$ cat src/hw/tspio_map.vh
`ifndef TSPIO_MAP_VH
`define TSPIO_MAP_VH
// ==========================================================
// register offsets
`define TSPIO_OFS_TEST_SEL 6'h31
`define TSPIO_OFS_PROBE_CTL 6'h32
`define TSPIO_OFS_PIN_EN 6'h33
`define TSPIO_OFS_PIN_VAL 6'h34
`define TSPIO_OFS_PROBE_STAT 6'h35
// ==========================================================
// reset values
`define TSPIO_RST_TEST_SEL 8'h00
`define TSPIO_RST_PROBE_CTL 8'h00
`define TSPIO_RST_PIN_EN 8'h80
`define TSPIO_RST_PIN_VAL 8'h00
// ==========================================================
// field positions
`define TSPIO_SCLK_HI 5
`define TSPIO_SCLK_LO 4
`define TSPIO_SCLK_D1_BIT 3
`define TSPIO_BITPICK_HI 2
`define TSPIO_BITPICK_LO 0
`define TSPIO_REORDER_BIT 7
`define TSPIO_PRBS9_BIT 6
`define TSPIO_PRBS15_BIT 5
`define TSPIO_BUSPICK_HI 4
`define TSPIO_BUSPICK_LO 0
`define TSPIO_UART_LINES_BIT 7
`define TSPIO_USE_IO_BIT 7
`define TSPIO_PIN_HI 6
`define TSPIO_PIN_LO 0
// ==========================================================
// secure clock source codes
`define TSPIO_SCLK_OFF 2'h0
`define TSPIO_SCLK_OSC 2'h1
`define TSPIO_SCLK_UART 2'h2
`define TSPIO_SCLK_RF 2'h3
// ==========================================================
// host interface kinds
`define TSPIO_HIF_PAR 2'h0
`define TSPIO_HIF_SPI 2'h1
`define TSPIO_HIF_UART 2'h2
`define TSPIO_HIF_I2C 2'h3
// ==========================================================
// prbs seeds and pin constants
`define TSPIO_PRBS9_SEED 9'h1ff
`define TSPIO_PRBS15_SEED 15'h7fff
`define TSPIO_SERIAL_PINS_MASK 7'h1f
`define TSPIO_ALL_PINS_MASK 7'h7f
`define TSPIO_D1 1
`endif

$ cat src/hw/tspio_top.v
`timescale 1ns/10ps
`include "tspio_map.vh"
// Function
// - two-bit field picks secure clock source
// - bit3 enables D1 driver held low with serial host
// - three-bit field picks probe bit
// - reorder bit maps probe bus onto pins
// - prbs9 enabled, sends after transmit command
// - prbs15 enabled, sends after transmit command
// - five-bit field picks observed probe bus
// - bit7 zero disables uart aux lines
// - bits 6:0 enable matching pin drivers
// - enables only with serial; spi, or uart with aux lines on, D0-D4
// - io mode needs serial host interface
// - D1 never io while secure clock routed
// - io pin levels driven only when enabled; probe reorder sets levels on all seven pins
// - read pin value shows live pins while its bit7 is set
// - selected probe bus shown in status register
module tspio_top
#(
  parameter NUM_BUSES = 32
)
(
  input wire clk,
  input wire resetn,
  input wire clk_en,
  input wire [5:0] reg_addr,
  input wire reg_wr,
  input wire reg_rd,
  input wire [7:0] reg_wdata,
  output reg [7:0] reg_rdata,
  input wire [1:0] host_if_kind,
  input wire osc_clk,
  input wire uart_clk,
  input wire rf_clk,
  output wire secure_clk,
  input wire [NUM_BUSES*8-1:0] probe_buses,
  output reg signal_out_pin,
  input wire [6:0] pin_in,
  output reg [6:0] pin_out,
  output reg [6:0] pin_oe,
  output wire uart_lines_on,
  input wire send_start,
  input wire tx_bit_adv,
  output wire prbs_sending,
  output wire prbs_bit
);
  // ==========================================================
  // registers
  reg [7:0] test_signal_select_reg;
  reg [7:0] probe_and_prbs_control_reg;
  reg [7:0] pin_driver_enable_reg;
  reg [7:0] pin_io_value_reg;
  reg [7:0] probe_stat;
  reg [7:0] pin_next;
  reg [6:0] oe_next;
  reg [6:0] lvl_next;
  reg [7:0] rd_next;
  reg [1:0] secure_clk_source;
  reg secure_clk_on_pin_d1;
  reg [2:0] probe_bit_pick;
  reg probe_bus_reorder;
  reg [4:0] probe_bus_pick;
  reg spare_pins_as_io;
  reg [6:0] pin_drive_enable;
  reg [6:0] spare_pin_level;
  reg secure_sel;
  wire serial_if;
  wire io_active;
  wire [6:0] usable_mask;
  integer i;

  function hit;
    input [5:0] a;
    input [5:0] ofs;
    begin
      hit = (a == ofs);
    end
  endfunction

  always @*
  begin
    secure_clk_source = test_signal_select_reg[`TSPIO_SCLK_HI:`TSPIO_SCLK_LO];
    secure_clk_on_pin_d1 = test_signal_select_reg[`TSPIO_SCLK_D1_BIT];
    probe_bit_pick = test_signal_select_reg[`TSPIO_BITPICK_HI:`TSPIO_BITPICK_LO];
    probe_bus_reorder = probe_and_prbs_control_reg[`TSPIO_REORDER_BIT];
    probe_bus_pick = probe_and_prbs_control_reg[`TSPIO_BUSPICK_HI:`TSPIO_BUSPICK_LO];
    spare_pins_as_io = pin_io_value_reg[`TSPIO_USE_IO_BIT];
    pin_drive_enable = pin_driver_enable_reg[`TSPIO_PIN_HI:`TSPIO_PIN_LO];
    spare_pin_level = pin_io_value_reg[`TSPIO_PIN_HI:`TSPIO_PIN_LO];
  end

  // ==========================================================
  // host writes
  always @(posedge clk or negedge resetn)
  begin
    if (!resetn)
    begin
      test_signal_select_reg <= `TSPIO_RST_TEST_SEL;
      probe_and_prbs_control_reg <= `TSPIO_RST_PROBE_CTL;
      pin_driver_enable_reg <= `TSPIO_RST_PIN_EN;
      pin_io_value_reg <= `TSPIO_RST_PIN_VAL;
    end
    else if (clk_en && reg_wr)
    begin
      if (hit(reg_addr, `TSPIO_OFS_TEST_SEL))
        test_signal_select_reg <= reg_wdata;
      if (hit(reg_addr, `TSPIO_OFS_PROBE_CTL))
        probe_and_prbs_control_reg <= reg_wdata;
      if (hit(reg_addr, `TSPIO_OFS_PIN_EN))
        pin_driver_enable_reg <= reg_wdata;
      if (hit(reg_addr, `TSPIO_OFS_PIN_VAL))
        pin_io_value_reg <= reg_wdata;
    end
  end

  // ==========================================================
  // secure clock source
  always @*
  begin
    case (secure_clk_source)
      `TSPIO_SCLK_OFF: secure_sel = 1'b0;
      `TSPIO_SCLK_OSC: secure_sel = osc_clk;
      `TSPIO_SCLK_UART: secure_sel = uart_clk;
      `TSPIO_SCLK_RF: secure_sel = rf_clk;
      default: secure_sel = 1'b0;
    endcase
  end
  assign secure_clk = secure_sel;
  assign uart_lines_on = pin_driver_enable_reg[`TSPIO_UART_LINES_BIT];

  // ==========================================================
  // pin control
  assign serial_if = (host_if_kind != `TSPIO_HIF_PAR);
  assign usable_mask = ((host_if_kind == `TSPIO_HIF_SPI) ||
                        ((host_if_kind == `TSPIO_HIF_UART) && uart_lines_on)) ?
                       `TSPIO_SERIAL_PINS_MASK : `TSPIO_ALL_PINS_MASK;
  assign io_active = spare_pins_as_io && serial_if;

  always @*
  begin
    probe_stat = probe_buses[probe_bus_pick*8 +: 8];
    oe_next = 7'h00;
    lvl_next = 7'h00;
    if (probe_bus_reorder && !io_active)
    begin
      // probe bus bits 6..0 onto D4,D3,D2,D6,D5,D0,D1
      lvl_next[4] = probe_stat[6];
      lvl_next[3] = probe_stat[5];
      lvl_next[2] = probe_stat[4];
      lvl_next[6] = probe_stat[3];
      lvl_next[5] = probe_stat[2];
      lvl_next[0] = probe_stat[1];
      lvl_next[1] = probe_stat[0];
      oe_next = usable_mask;
    end
    else if (io_active)
    begin
      oe_next = pin_drive_enable & usable_mask;
      lvl_next = spare_pin_level & oe_next;
    end
    if (secure_clk_on_pin_d1 && serial_if)
    begin
      oe_next[`TSPIO_D1] = 1'b1;
      lvl_next[`TSPIO_D1] = 1'b0;
    end
  end

  always @(posedge clk or negedge resetn)
  begin
    if (!resetn)
    begin
      pin_out <= 7'h00;
      pin_oe <= 7'h00;
      signal_out_pin <= 1'b0;
    end
    else if (clk_en)
    begin
      pin_out <= lvl_next;
      pin_oe <= oe_next;
      signal_out_pin <= probe_stat[probe_bit_pick];
    end
  end

  // ==========================================================
  // read data
  always @*
  begin
    pin_next = pin_io_value_reg;
    if (spare_pins_as_io)
    begin
      for (i = 0; i < 7; i = i + 1)
        pin_next[i] = pin_in[i];
    end
    rd_next = 8'h00;
    case (reg_addr)
      `TSPIO_OFS_TEST_SEL: rd_next = test_signal_select_reg;
      `TSPIO_OFS_PROBE_CTL: rd_next = probe_and_prbs_control_reg;
      `TSPIO_OFS_PIN_EN: rd_next = pin_driver_enable_reg;
      `TSPIO_OFS_PIN_VAL: rd_next = pin_next;
      `TSPIO_OFS_PROBE_STAT: rd_next = probe_stat;
      default: rd_next = 8'h00;
    endcase
  end

  always @(posedge clk or negedge resetn)
  begin
    if (!resetn)
      reg_rdata <= 8'h00;
    else if (clk_en && reg_rd)
      reg_rdata <= rd_next;
  end

  // ==========================================================
  // prbs generator
  tspio_prbs u_prbs
  (
    .clk(clk),
    .resetn(resetn),
    .clk_en(clk_en),
    .prbs9_on(probe_and_prbs_control_reg[`TSPIO_PRBS9_BIT]),
    .prbs15_on(probe_and_prbs_control_reg[`TSPIO_PRBS15_BIT]),
    .send_start(send_start),
    .bit_adv(tx_bit_adv),
    .sending(prbs_sending),
    .prbs_bit(prbs_bit)
  );
endmodule

$ cat src/hw/tspio_prbs.v
`timescale 1ns/10ps
`include "tspio_map.vh"
// ==========================================================
// prbs9 / prbs15 generator
module tspio_prbs
(
  input wire clk,
  input wire resetn,
  input wire clk_en,
  input wire prbs9_on,
  input wire prbs15_on,
  input wire send_start,
  input wire bit_adv,
  output reg sending,
  output reg prbs_bit
);
  reg [8:0] p9_reg;
  reg [14:0] p15_reg;
  wire use9;
  wire fb9;
  wire fb15;
  assign use9 = prbs9_on;
  assign fb9 = p9_reg[8] ^ p9_reg[4];
  assign fb15 = p15_reg[14] ^ p15_reg[13];

  always @(posedge clk or negedge resetn)
  begin
    if (!resetn)
    begin
      p9_reg <= `TSPIO_PRBS9_SEED;
      p15_reg <= `TSPIO_PRBS15_SEED;
      sending <= 1'b0;
      prbs_bit <= 1'b0;
    end
    else if (clk_en)
    begin
      if (!prbs9_on && !prbs15_on)
      begin
        sending <= 1'b0;
        prbs_bit <= 1'b0;
        p9_reg <= `TSPIO_PRBS9_SEED;
        p15_reg <= `TSPIO_PRBS15_SEED;
      end
      else if (!sending)
      begin
        sending <= send_start;
      end
      else if (bit_adv)
      begin
        if (use9)
        begin
          p9_reg <= {p9_reg[7:0], fb9};
          prbs_bit <= p9_reg[8];
        end
        else
        begin
          p15_reg <= {p15_reg[13:0], fb15};
          prbs_bit <= p15_reg[14];
        end
      end
    end
  end
endmodule

$ cat config.mk
export PLATFORM = sky130hd
export DESIGN_NAME = tspio_top
export DESIGN_NICKNAME = d
export VERILOG_FILES = /design/src/hw/tspio_top.v /design/src/hw/tspio_prbs.v
export VERILOG_INCLUDE_DIRS = /design/src /design/src/hw
export SDC_FILE = /design/constraint.sdc
export NUM_CORES = 1
export LEC_CHECK = 0
export ABC_AREA = 1
export BUFFER_PORTS_ARGS = -buffer_cell sky130_fd_sc_hd__clkbuf_2
export CAP_MARGIN = 20
export CELL_PAD_IN_SITES_DETAIL_PLACEMENT = 1
export CELL_PAD_IN_SITES_GLOBAL_PLACEMENT = 1
export CORE_AREA = 4 4 147 149
export CTS_BUF_LIST = sky130_fd_sc_hd__clkbuf_2
export DETAILED_ROUTE_END_ITERATION = 12
export DIE_AREA = 0 0 151 153
export HOLD_SLACK_MARGIN = 0.08
export PLACE_DENSITY = 0.87
export RECOVER_POWER = 25
export SETUP_SLACK_MARGIN = 0.05
export SYNTH_ARGS = -nofsm -noshare
export SYNTH_HDL_FRONTEND = slang
export SYNTH_SLANG_ARGS = --single-unit
$ cat constraint.sdc
create_clock -name clk -period 2.1 [get_ports clk]
set_input_delay 0.42 -clock clk [delete_from_list [all_inputs] [get_ports clk]]
set_output_delay 0.42 -clock clk [all_outputs]
set_load 0.005 [all_outputs]
=== After elaboration in Yosys (flattened, before gate mapping) ===
Cells that the tools add are included.

* Register bits: 81
* Bits of input ports: 289
* Word-level logic and storage cells: 78

* Eq/ne operators: 11
* Bitwise operators: 4
* Reductions and logical operators: 23
* Mux-type cells: 26
* $lt $le $gt $ge: 1
* Shift operators: 1

{| class="wikitable"
|+ Operator list
! kind !! count
|-
| indexed part select 256 x 9 -> 8 bit || 1
|-
| 2-to-1 mux 15 bit || 4
|-
| 2-to-1 mux 7 bit || 6
|-
| one-hot mux 8 bit (5 select lines) || 1
|-
| 2-to-1 mux 9 bit || 4
|-
| == test 6 bit (second input constant) || 5
|-
| AND 7 bit || 2
|-
| 2-to-1 mux 1 bit || 9
|-
| AND reduction 2 bit || 4
|-
| AND reduction 4 bit || 2
|-
| nonzero test 2 bit || 4
|-
| logical AND 1 bit || 7
|-
| == test 2 bit (second input constant) || 3
|-
| == test 2 x 1 -> 1 bit (second input constant) || 2
|-
| less-than comparator 3 x 4 -> 1 bit (second input constant) || 1
|-
| one-hot mux 1 bit (4 select lines) || 1
|-
| binary-select mux 1 bit (select 3 bit) || 1
|-
| logical NOT 1 bit || 3
|-
| AND reduction 3 bit || 1
|-
| logical NOT 2 bit || 1
|-
| != test 2 x 1 -> 1 bit (second input constant) || 1
|-
| bitwise XOR 1 bit || 2
|-
| logical OR 1 bit || 1
|}

=== Longest topological paths before layout ===
Gate-level depths: netlist of the first run.

* Depth in word-level cells: 9
* Mapped depth: 15
* Gate-level depth less buffers: 13

=== By module ===
Synthesis of the first run repeated with hierarchy kept, for this count alone.

* Cell total of the unflattened synthesis: 1,091
* Area total of the unflattened synthesis: 6,620.1 um2

{| class="wikitable"
|+ By module, submodules not included
! module !! sequential area each (um2) !! cells each !! area each (um2) !! instances
|-
| tspio_top || 1,377.6 || 911 || 5,245.0 || 1
|-
| tspio_prbs || 680.7 || 180 || 1,375.1 || 1
|}

=== Worst setup path before layout of the first run ===
No wires, ideal clock.

* Path type: reg2reg
* Start point: register probe_and_prbs_control_reg[1]
* End point: register signal_out_pin
* Cell stages (with the launch flop): 14
* Setup slack: 0.467 ns
* Arrival: 1.515 ns
* Path through: dfrtp_1 -> inv_2 -> clkbuf_1 -> nand3_1 -> nand3_1 -> nand2_1 -> nand2_1 -> nand3_1 -> nand2_1 -> nand2_1 -> nand3_1 -> nand3_1 -> nand3_1 -> nand2_1

* Word-level cells in the longest chain between the ends: 3

{| class="wikitable"
|+ Ends and longest elaborated chain
! what !! line !! text
|-
| start, declared || tspio_top.v:51 || <nowiki>reg [7:0] probe_and_prbs_control_reg;</nowiki>
|-
| start signal, assigned || tspio_top.v:100 || <nowiki>probe_and_prbs_control_reg <= `TSPIO_RST_PROBE_CTL;</nowiki>
|-
| start signal, assigned || tspio_top.v:109 || <nowiki>probe_and_prbs_control_reg <= reg_wdata;</nowiki>
|-
| indexed part select 256 x 9 -> 8 bit || tspio_top.v:142 || <nowiki>probe_stat = probe_buses[probe_bus_pick*8 +: 8];</nowiki>
|-
| binary-select mux 1 bit (select 3 bit) || tspio_top.v:181 || <nowiki>signal_out_pin <= probe_stat[probe_bit_pick];</nowiki>
|-
| 2-to-1 mux 1 bit (not written as such) || tspio_top.v:181 ||
|-
| end signal, assigned || tspio_top.v:181 ||
|-
| end, declared || tspio_top.v:38 || <nowiki>output reg signal_out_pin,</nowiki>
|}

No other way between the ends. The select of a mux whose other input is x is not followed.
A chain may end at the register's enable or synchronous reset.

=== Worst setup path after layout of the first run ===
* Start point: register probe_and_prbs_control_reg[0]
* End point: register signal_out_pin

The elaborated chain is that of the path after synthesis.

==> impl_metrics.xml, run 1 <==
<?xml version="1.0" encoding="UTF-8"?>
<metrics>
  <group name="clock_tree">
    <metric name="cts_sinks" unit="">81</metric>
    <metric name="cts_buffers" unit="">9</metric>
    <metric name="worst_setup_hold_path_clk_slew" unit="ns">0.25</metric>
    <metric name="clk_latency" unit="ns">0.59</metric>
    <metric name="cts_tree" unit="">done</metric>
    <metric name="cts.path.max_buffers" unit="">2</metric>
    <metric name="cts-htree-levels" unit="">3</metric>
    <metric name="clock_tree.root_cell" unit="">sky130_fd_sc_hd__clkbuf_2</metric>
  </group>
  <group name="floorplanning">
    <metric name="fp_rows" unit="">52</metric>
    <metric name="ioPinCount" unit="">316</metric>
    <metric name="effective_utilization_at_floorplan" unit="">0.308</metric>
    <metric name="die_area" unit="µm²">23100</metric>
    <metric name="placeableCoreArea" unit="µm²">20200</metric>
    <metric name="floorplan.die.height" unit="µm">153</metric>
    <metric name="die-width" unit="µm">151</metric>
  </group>
  <group name="synthesis">
    <metric name="synth_area" unit="µm²">6210</metric>
    <metric name="ys_warn_count" unit="">0</metric>
    <metric name="ys_types" unit="">26</metric>
    <metric name="seq_area_frac_synth" unit="">0.331</metric>
    <metric name="post_synth.cell_area_avg" unit="µm²">6.08</metric>
    <metric name="syn_inst_count" unit="">1022</metric>
    <metric name="mappedNetlistNets" unit="">1311</metric>
    <metric name="yosys_register_bits" unit="">81</metric>
  </group>
  <group name="timing">
    <metric name="final_worst_path_cycle_share" unit="">0.999</metric>
    <metric name="report.final.setup_viol" unit="">0</metric>
    <metric name="timing_worst_slew_pin_value" unit="ns">1.26</metric>
    <metric name="maxClockFrequency" unit="GHz">0.477</metric>
    <metric name="worst_slew_margin_rel" unit="">0.162</metric>
    <metric name="clock-skew-final" unit="ns">0.0188</metric>
    <metric name="timing.final.hold_violations" unit="">0</metric>
    <metric name="slew_violations" unit="">0</metric>
    <metric name="period_minus_slack" unit="ns">2.10</metric>
    <metric name="unrepaired_setup_endpoints_after_global_routing" unit="">true</metric>
  </group>
  <group name="power">
    <metric name="ir_worst_vdd" unit="mV">0.267</metric>
    <metric name="static-leakage-power" unit="nW">4.74</metric>
    <metric name="pwr_density_cell" unit="nW/µm²">503</metric>
    <metric name="total_power" unit="mW">4.51</metric>
  </group>
  <group name="route">
    <metric name="antenna_violating_nets_remaining" unit="">0</metric>
    <metric name="avgRoutedWirePerCell" unit="µm">20.4</metric>
    <metric name="drt-pass1-iter-count" unit="">5</metric>
    <metric name="detailroute.via_count" unit="">8715</metric>
    <metric name="detail_route.iter0.violations" unit="">544</metric>
    <metric name="drt_wl_total" unit="µm">33000</metric>
    <metric name="drc" unit="">0</metric>
    <metric name="detail_routed_via_count_per_cell" unit="">5.37</metric>
  </group>
  <group name="cells_and_area">
    <metric name="number_of_flip_flops_under_the_largest_register_name" unit="">15</metric>
    <metric name="final_design_area_no_fill" unit="µm²">8980</metric>
    <metric name="share_of_post_route_cells_with_drive_strength_above_1" unit="">0.361</metric>
    <metric name="syn_to_final_growth" unit="%">44.5</metric>
    <metric name="layout.nets" unit="">1632</metric>
    <metric name="layout.filler_cells" unit="">2768</metric>
    <metric name="most-common-layout-cells" unit="">sky130_fd_sc_hd__nand2_1, sky130_fd_sc_hd__clkbuf_2, sky130_fd_sc_hd__nand3_1</metric>
    <metric name="final_common_cell" unit="">sky130_fd_sc_hd__nand2_1</metric>
  </group>
  <group name="worst_setup_path">
    <metric name="kind_of_launch_point_of_the_worst_setup_path" unit="">flip-flop</metric>
    <metric name="worst_ep_arrival_time" unit="ns">2.63</metric>
    <metric name="rr_endpoint" unit="">signal_out_pin$_DFFE_PN0P_</metric>
    <metric name="crit_start" unit="">probe_and_prbs_control_reg[0]$_DFFE_PN0P_</metric>
    <metric name="r2r_slack" unit="ns">0.002</metric>
    <metric name="ff2ff_path_depth" unit="">16</metric>
    <metric name="worst-setup-path-type" unit="">flip-flop to flip-flop</metric>
    <metric name="critical_path_required" unit="ns">2.63</metric>
    <metric name="cp-end-kind" unit="">flip-flop</metric>
    <metric name="r2r-start" unit="">probe_and_prbs_control_reg[0]$_DFFE_PN0P_</metric>
    <metric name="timing.critical_path.fanout_max" unit="">7</metric>
  </group>
  <group name="global_route">
    <metric name="via_count_of_the_first_global_routing_pass" unit="">8784</metric>
    <metric name="grt.overflow.total" unit="">0</metric>
    <metric name="antenna_violations_before_repair" unit="">6</metric>
    <metric name="gr-usage-all-layers" unit="">0.259</metric>
    <metric name="pin_count_of_the_biggest_net_entering_global_routing" unit="">76</metric>
    <metric name="grt_pass1_wl" unit="µm">47500</metric>
  </group>
  <group name="place">
    <metric name="port_buffers" unit="">315</metric>
    <metric name="postPlaceCellArea" unit="µm²">8300</metric>
    <metric name="dpl.hpwl" unit="µm">25000</metric>
    <metric name="final_weighted_congestion_in_routability_driven_placement" unit="">0.977</metric>
  </group>
  <group name="worst_hold_path">
    <metric name="hold_path_depth" unit="">3</metric>
    <metric name="hold_removal_path_class" unit="">input pin to flip-flop</metric>
    <metric name="worst_hold_startpoint" unit="">reg_wdata[3]</metric>
    <metric name="holdPathEnd" unit="">pin_io_value_reg[3]$_DFFE_PN0P_</metric>
  </group>
  <group name="run">
    <metric name="drv.max_cap_violation_count" unit="">0</metric>
  </group>
  <group name="run_status">
    <metric name="run_status" unit="">finished clean</metric>
  </group>
</metrics>
report_power, final:
part	switching (mW)	internal (mW)
sequential	0.104	1.73
clock	0.627	0.170
combinational	1.12	0.754
total	1.86	2.66
worst max-delay path by stage:
stage                                             to  cells past startpoint
after floorplan           signal_out_pin$_DFFE_PN0P_                     13
after global placement      reg_rdata[7]$_DFFE_PN0P_                     10
after detailed placement    reg_rdata[6]$_DFFE_PN0P_                     13
after CTS                     pin_out[1]$_DFFE_PN0P_                     12
after global routing      signal_out_pin$_DFFE_PN0P_                     16
final                     signal_out_pin$_DFFE_PN0P_                     16
per-stage QoR:
stage / TNS, ns / instances / setup WS, ns / hold slack, ns / utilization
6_report: 0 / 1623 / 0.00186 / 0.131 / 0.445
5_1_grt: -0.349 / 1623 / -0.181 / 0.100 / 0.445
4_1_cts: 0 / 1604 / 0.0525 / 0.0879 / 0.418
3_5_place_dp: 0 / 1586 / 0.00781 / 0.382 / 0.411
3_3_place_gp: 0 / 1586 / 0.0244 / 0.369 / 0.411
2_1_floorplan: 0 / 1022 / 0.467 / 0.124 / -
what timing repair did:
| action | in CTS | in global routing |
|---|---|---|
| hold endpoints to repair | 48 | 0 |
| setup buffers | 0 | 7 |
| setup endpoints to repair | 5 | 10 |
| resized for setup | 6 | 80 |
| hold buffers | 2 | 0 |
| pin swaps | 1 | 26 |
| gates cloned | 0 | 7 |
synthesized netlist by cell type:
master                      number  area [µm²]
sky130_fd_sc_hd__inv_1          50         188
sky130_fd_sc_hd__buf_1           8        30.0
sky130_fd_sc_hd__buf_2          29         145
sky130_fd_sc_hd__o21ai_1         1        5.00
sky130_fd_sc_hd__clkinv_1        2        7.51
sky130_fd_sc_hd__dfstp_2        25         657
sky130_fd_sc_hd__nor3b_1         1        7.51
sky130_fd_sc_hd__nor3_1          2        10.0
sky130_fd_sc_hd__buf_4          12        90.1
sky130_fd_sc_hd__o22ai_1         3        18.8
sky130_fd_sc_hd__a22oi_1         5        37.5
sky130_fd_sc_hd__a21oi_1        27         135
sky130_fd_sc_hd__a221oi_1        5        43.8
sky130_fd_sc_hd__o2bb2ai_1       1        8.76
sky130_fd_sc_hd__nand3_1       229        1150
sky130_fd_sc_hd__nand2_1       428        1610
sky130_fd_sc_hd__o21ai_0        62         310
sky130_fd_sc_hd__a211oi_1        3        22.5
sky130_fd_sc_hd__dfrtp_1        56        1400
sky130_fd_sc_hd__clkbuf_1       17        63.8
sky130_fd_sc_hd__a31oi_1        13        81.3
sky130_fd_sc_hd__nor2_1         33         124
sky130_fd_sc_hd__o221ai_1        4        35.0
sky130_fd_sc_hd__nor3_2          1        10.0
sky130_fd_sc_hd__o31ai_1         3        22.5
sky130_fd_sc_hd__inv_2           2        7.51
layer usage:
layer / vias up / GRT usage / part of all wire
met5: - / 0 / 0.00024
met4: 2 / 0.104 / 0.044
met3: 93 / 0.0456 / 0.064
met2: 355 / 0.438 / 0.49
met1: 4246 / 0.326 / 0.41
li1: 4019 / - / -
layout make-up:
| type | count | area [µm²] | share of cell area |
|---|---|---|---|
| diodes | 5 | 12.5 | 0.00139 |
| clock buffers | 9 | 45.0 | 0.00502 |
| clock inverters | 7 | 51.3 | 0.00571 |
| inverters | 54 | 215 | 0.0240 |
| multi-input cells | 821 | 3930 | 0.438 |
| flip-flops and latches | 81 | 2060 | 0.230 |
| well taps | 270 | 338 | 0.0376 |
| repair buffers | 376 | 2320 | 0.259 |
cell families (layout without fill, tap and decap cells):
logic type,count (synthesis),count (layout),share of synthesized area
and+or+nand+nor,694,694,0.467
DFF,81,81,0.331
other,0,5,0
AOI/OAI and AO/OA,127,127,0.116
buffers and inverters,120,446,0.0856
critical path: stages, from the launching register on:
cell	delay, ns
sky130_fd_sc_hd__dfrtp_4	0.58
sky130_fd_sc_hd__clkinv_8	0.10
sky130_fd_sc_hd__buf_12	0.16
sky130_fd_sc_hd__buf_12	0.13
sky130_fd_sc_hd__buf_6	0.12
sky130_fd_sc_hd__nand2_2	0.05
sky130_fd_sc_hd__nand3_1	0.08
sky130_fd_sc_hd__nand3_1	0.09
sky130_fd_sc_hd__nand2_1	0.08
sky130_fd_sc_hd__nand2_1	0.08
sky130_fd_sc_hd__nand3_2	0.14
sky130_fd_sc_hd__nand2_2	0.12
sky130_fd_sc_hd__nand2_2	0.05
sky130_fd_sc_hd__nand3_2	0.07
sky130_fd_sc_hd__nand3_2	0.08
sky130_fd_sc_hd__nand3_2	0.06
sky130_fd_sc_hd__nand2_1	0.05
No activity file was read; power rests on OpenSTA's default activity.
==> inputs of run 2 (changes only) <==
--- a/config.mk
+++ b/config.mk
@@ -15,6 +15,7 @@
 export CTS_BUF_LIST = sky130_fd_sc_hd__clkbuf_2
 export DETAILED_ROUTE_END_ITERATION = 12
 export DIE_AREA = 0 0 151 153
+export GPL_TIMING_DRIVEN = 0
 export HOLD_SLACK_MARGIN = 0.08
 export PLACE_DENSITY = 0.87
 export RECOVER_POWER = 25
==> impl_metrics.xml, run 2 (synthesized netlist as in run 1, its figures left out) <==
<?xml version="1.0" encoding="UTF-8"?>
<metrics>
  <group name="clock_tree">
    <metric name="cts.path.max_buffers" unit="">2</metric>
    <metric name="cts_buffers" unit="">9</metric>
    <metric name="worst_setup_hold_path_clk_slew" unit="ns">0.26</metric>
    <metric name="cts-htree-levels" unit="">3</metric>
    <metric name="clk_latency" unit="ns">0.53</metric>
    <metric name="clock_tree.root_cell" unit="">sky130_fd_sc_hd__clkbuf_2</metric>
    <metric name="cts_sinks" unit="">81</metric>
    <metric name="cts_tree" unit="">done</metric>
  </group>
  <group name="power">
    <metric name="ir_worst_vdd" unit="mV">0.263</metric>
    <metric name="pwr_density_cell" unit="nW/µm²">520</metric>
    <metric name="static-leakage-power" unit="nW">4.64</metric>
  </group>
  <group name="route">
    <metric name="detailroute.via_count" unit="">8637</metric>
    <metric name="drt_wl_total" unit="µm">32800</metric>
    <metric name="detail_route.iter0.violations" unit="">501</metric>
    <metric name="antenna_violating_nets_remaining" unit="">0</metric>
    <metric name="avgRoutedWirePerCell" unit="µm">20.1</metric>
    <metric name="detail_routed_via_count_per_cell" unit="">5.30</metric>
    <metric name="drc" unit="">0</metric>
    <metric name="drt-pass1-iter-count" unit="">5</metric>
  </group>
  <group name="global_route">
    <metric name="gr-usage-all-layers" unit="">0.271</metric>
    <metric name="grt_pass1_wl" unit="µm">49100</metric>
    <metric name="via_count_of_the_first_global_routing_pass" unit="">8945</metric>
    <metric name="antenna_violations_before_repair" unit="">1</metric>
    <metric name="pin_count_of_the_biggest_net_entering_global_routing" unit="">64</metric>
    <metric name="grt.overflow.total" unit="">0</metric>
  </group>
  <group name="floorplanning">
    <metric name="placeableCoreArea" unit="µm²">20200</metric>
    <metric name="effective_utilization_at_floorplan" unit="">0.308</metric>
    <metric name="ioPinCount" unit="">316</metric>
    <metric name="fp_rows" unit="">52</metric>
    <metric name="die_area" unit="µm²">23100</metric>
    <metric name="die-width" unit="µm">151</metric>
    <metric name="floorplan.die.height" unit="µm">153</metric>
  </group>
  <group name="place">
    <metric name="final_weighted_congestion_in_routability_driven_placement" unit="">0.959</metric>
    <metric name="dp_slack" unit="ns">-0.317</metric>
    <metric name="port_buffers" unit="">314</metric>
    <metric name="dpl.hpwl" unit="µm">26900</metric>
  </group>
  <group name="timing">
    <metric name="period_minus_slack" unit="ns">1.98</metric>
    <metric name="unrepaired_setup_endpoints_after_global_routing" unit="">true</metric>
    <metric name="setup_tns" unit="ns">0</metric>
    <metric name="clock-skew-final" unit="ns">0.0266</metric>
    <metric name="slew_violations" unit="">0</metric>
    <metric name="maxClockFrequency" unit="GHz">0.506</metric>
    <metric name="report.final.setup_viol" unit="">0</metric>
    <metric name="final_worst_path_cycle_share" unit="">0.942</metric>
    <metric name="worst_slew_margin_rel" unit="">0.232</metric>
    <metric name="timing.final.hold_violations" unit="">0</metric>
    <metric name="setup_ws" unit="ns">0.122</metric>
    <metric name="timing_worst_slew_pin_value" unit="ns">1.15</metric>
  </group>
  <group name="worst_setup_path">
    <metric name="r2r-start" unit="">probe_and_prbs_control_reg[0]$_DFFE_PN0P_</metric>
    <metric name="max_stage_delay" unit="ns">0.49</metric>
    <metric name="critical-path-top-cell-by-count" unit="">sky130_fd_sc_hd__nand3_1</metric>
    <metric name="worst_ep_arrival_time" unit="ns">2.47</metric>
    <metric name="kind_of_launch_point_of_the_worst_setup_path" unit="">flip-flop</metric>
    <metric name="cp-end-kind" unit="">flip-flop</metric>
    <metric name="worstPathBufferInverterCount" unit="">3</metric>
    <metric name="worst-setup-path-type" unit="">flip-flop to flip-flop</metric>
    <metric name="cp_slowest_cell" unit="">sky130_fd_sc_hd__dfrtp_2</metric>
    <metric name="critical_path_required" unit="ns">2.59</metric>
    <metric name="worstPathCellList" unit="">inv_4 -&gt; buf_12 -&gt; buf_6 -&gt; nand2_1 -&gt; nand3_1 -&gt; nand3_1 -&gt; nand2_1 -&gt; nand2_1 -&gt; nand3_1 -&gt; nand2_2 -&gt; nand2_1 -&gt; nand3_1 -&gt; nand3_1 -&gt; nand3_1 -&gt; nand2_1</metric>
    <metric name="crit_start" unit="">probe_and_prbs_control_reg[0]$_DFFE_PN0P_</metric>
    <metric name="timing.critical_path.fanout_max" unit="">10</metric>
    <metric name="path_delay_family" unit="">simple AND/OR/NAND/NOR gates</metric>
  </group>
  <group name="run">
    <metric name="drv.max_cap_violation_count" unit="">0</metric>
  </group>
  <group name="cells_and_area">
    <metric name="most-common-layout-cells" unit="">sky130_fd_sc_hd__nand2_1, sky130_fd_sc_hd__clkbuf_2, sky130_fd_sc_hd__nand3_1</metric>
    <metric name="multiInputGateArea" unit="µm²">3760</metric>
    <metric name="number_of_flip_flops_under_the_largest_register_name" unit="">15</metric>
    <metric name="layout.area.seq" unit="µm²">2060</metric>
    <metric name="layout.filler_cells" unit="">2842</metric>
    <metric name="final_common_cell" unit="">sky130_fd_sc_hd__nand2_1</metric>
    <metric name="syn_to_final_growth" unit="%">39.6</metric>
    <metric name="layout.nets" unit="">1642</metric>
    <metric name="share_of_post_route_cells_with_drive_strength_above_1" unit="">0.334</metric>
  </group>
  <group name="worst_hold_path">
    <metric name="hold_removal_path_class" unit="">input pin to flip-flop</metric>
    <metric name="worst_hold_startpoint" unit="">send_start</metric>
  </group>
  <group name="run_status">
    <metric name="run_status" unit="">finished clean</metric>
  </group>
</metrics>
## run 2: cell types whose count changed in the layout (fill, tap and decap cells not counted), sizes merged, moves of 2 or more
cell	change
buf	-6
clkbuf	+18
clkinv	-2
clkinvlp	+3
diode	-4
inv	-2
## run 2: cell type report
class	count	area share
antenna	1	0.000289
buffer	66	0.0604
clock buffer	9	0.00519
clock inverter	7	0.00894
inverter	54	0.0248
multi-input combinational	821	0.433
sequential	81	0.237
tap	270	0.0389
timing repair buffer	320	0.191
## run 2: path summary, 6_finish.rpt
| path | to | slack [ns] | depth (start not counted) |
|---|---|---|---|
| hold reg to reg | u_prbs.p15_reg[5]$_DFFE_PN1P_ | 0.50 | 2 |
| min in group asynchronous | pin_oe[5]$_DFFE_PN0P_ | 0.59 | 2 |
| setup / recovery | signal_out_pin$_DFFE_PN0P_ | 0.12 | 15 |
| max in group asynchronous | u_prbs.p15_reg[10]$_DFFE_PN1P_ | 0.57 | 3 |
| hold / removal | u_prbs.sending$_DFFE_PN0P_ | 0.16 | 5 |
| setup reg to reg | signal_out_pin$_DFFE_PN0P_ | 0.12 | 15 |
## run 2: report_power, final
part	internal [mW]	switching, mW
registers	1.73	0.0931
logic	0.695	1.11
clock network	0.286	0.596
total	2.71	1.79
## run 2: per-stage QoR
stage	hold WS, ns	power, mW	instance area [µm²]	util	std cells
finish	0.164	4.51	8670	0.430	1629
global route	0.144	4.78	8670	0.430	1629
CTS	0.144	4.38	8350	0.414	1624
detailed placement	0.348	3.48	8150	0.404	1607
global placement	0.462	3.42	8120	0.403	1606
floorplan	0.124	2.70	6210	-	1022
## run 2: per-layer routing
metal  up-vias  GRT usage  part of all wire
li1       4044          -                 -
met1      4122      0.353              0.41
met2       388      0.454              0.47
met3        83     0.0447             0.078
met4         0     0.0924             0.037
met5         -          0                 0
## run 2: worst register-to-register path, cell delays in order, from the launching register on
cell and delay [ns]:
sky130_fd_sc_hd__dfrtp_2 0.49, sky130_fd_sc_hd__inv_4 0.12, sky130_fd_sc_hd__buf_12 0.15, sky130_fd_sc_hd__buf_6 0.15, sky130_fd_sc_hd__nand2_1 0.09, sky130_fd_sc_hd__nand3_1 0.08
sky130_fd_sc_hd__nand3_1 0.09, sky130_fd_sc_hd__nand2_1 0.11, sky130_fd_sc_hd__nand2_1 0.08, sky130_fd_sc_hd__nand3_1 0.12, sky130_fd_sc_hd__nand2_2 0.10, sky130_fd_sc_hd__nand2_1 0.07
sky130_fd_sc_hd__nand3_1 0.07, sky130_fd_sc_hd__nand3_1 0.09, sky130_fd_sc_hd__nand3_1 0.07, sky130_fd_sc_hd__nand2_1 0.08
## run 2: timing repair
action	in CTS	in global routing
setup endpoints to repair	12	39
hold endpoints to repair	25	0
hold buffers	1	0
pin swaps	0	7
buffers inserted	0	3
cloned	0	1
gates resized for setup	27	96
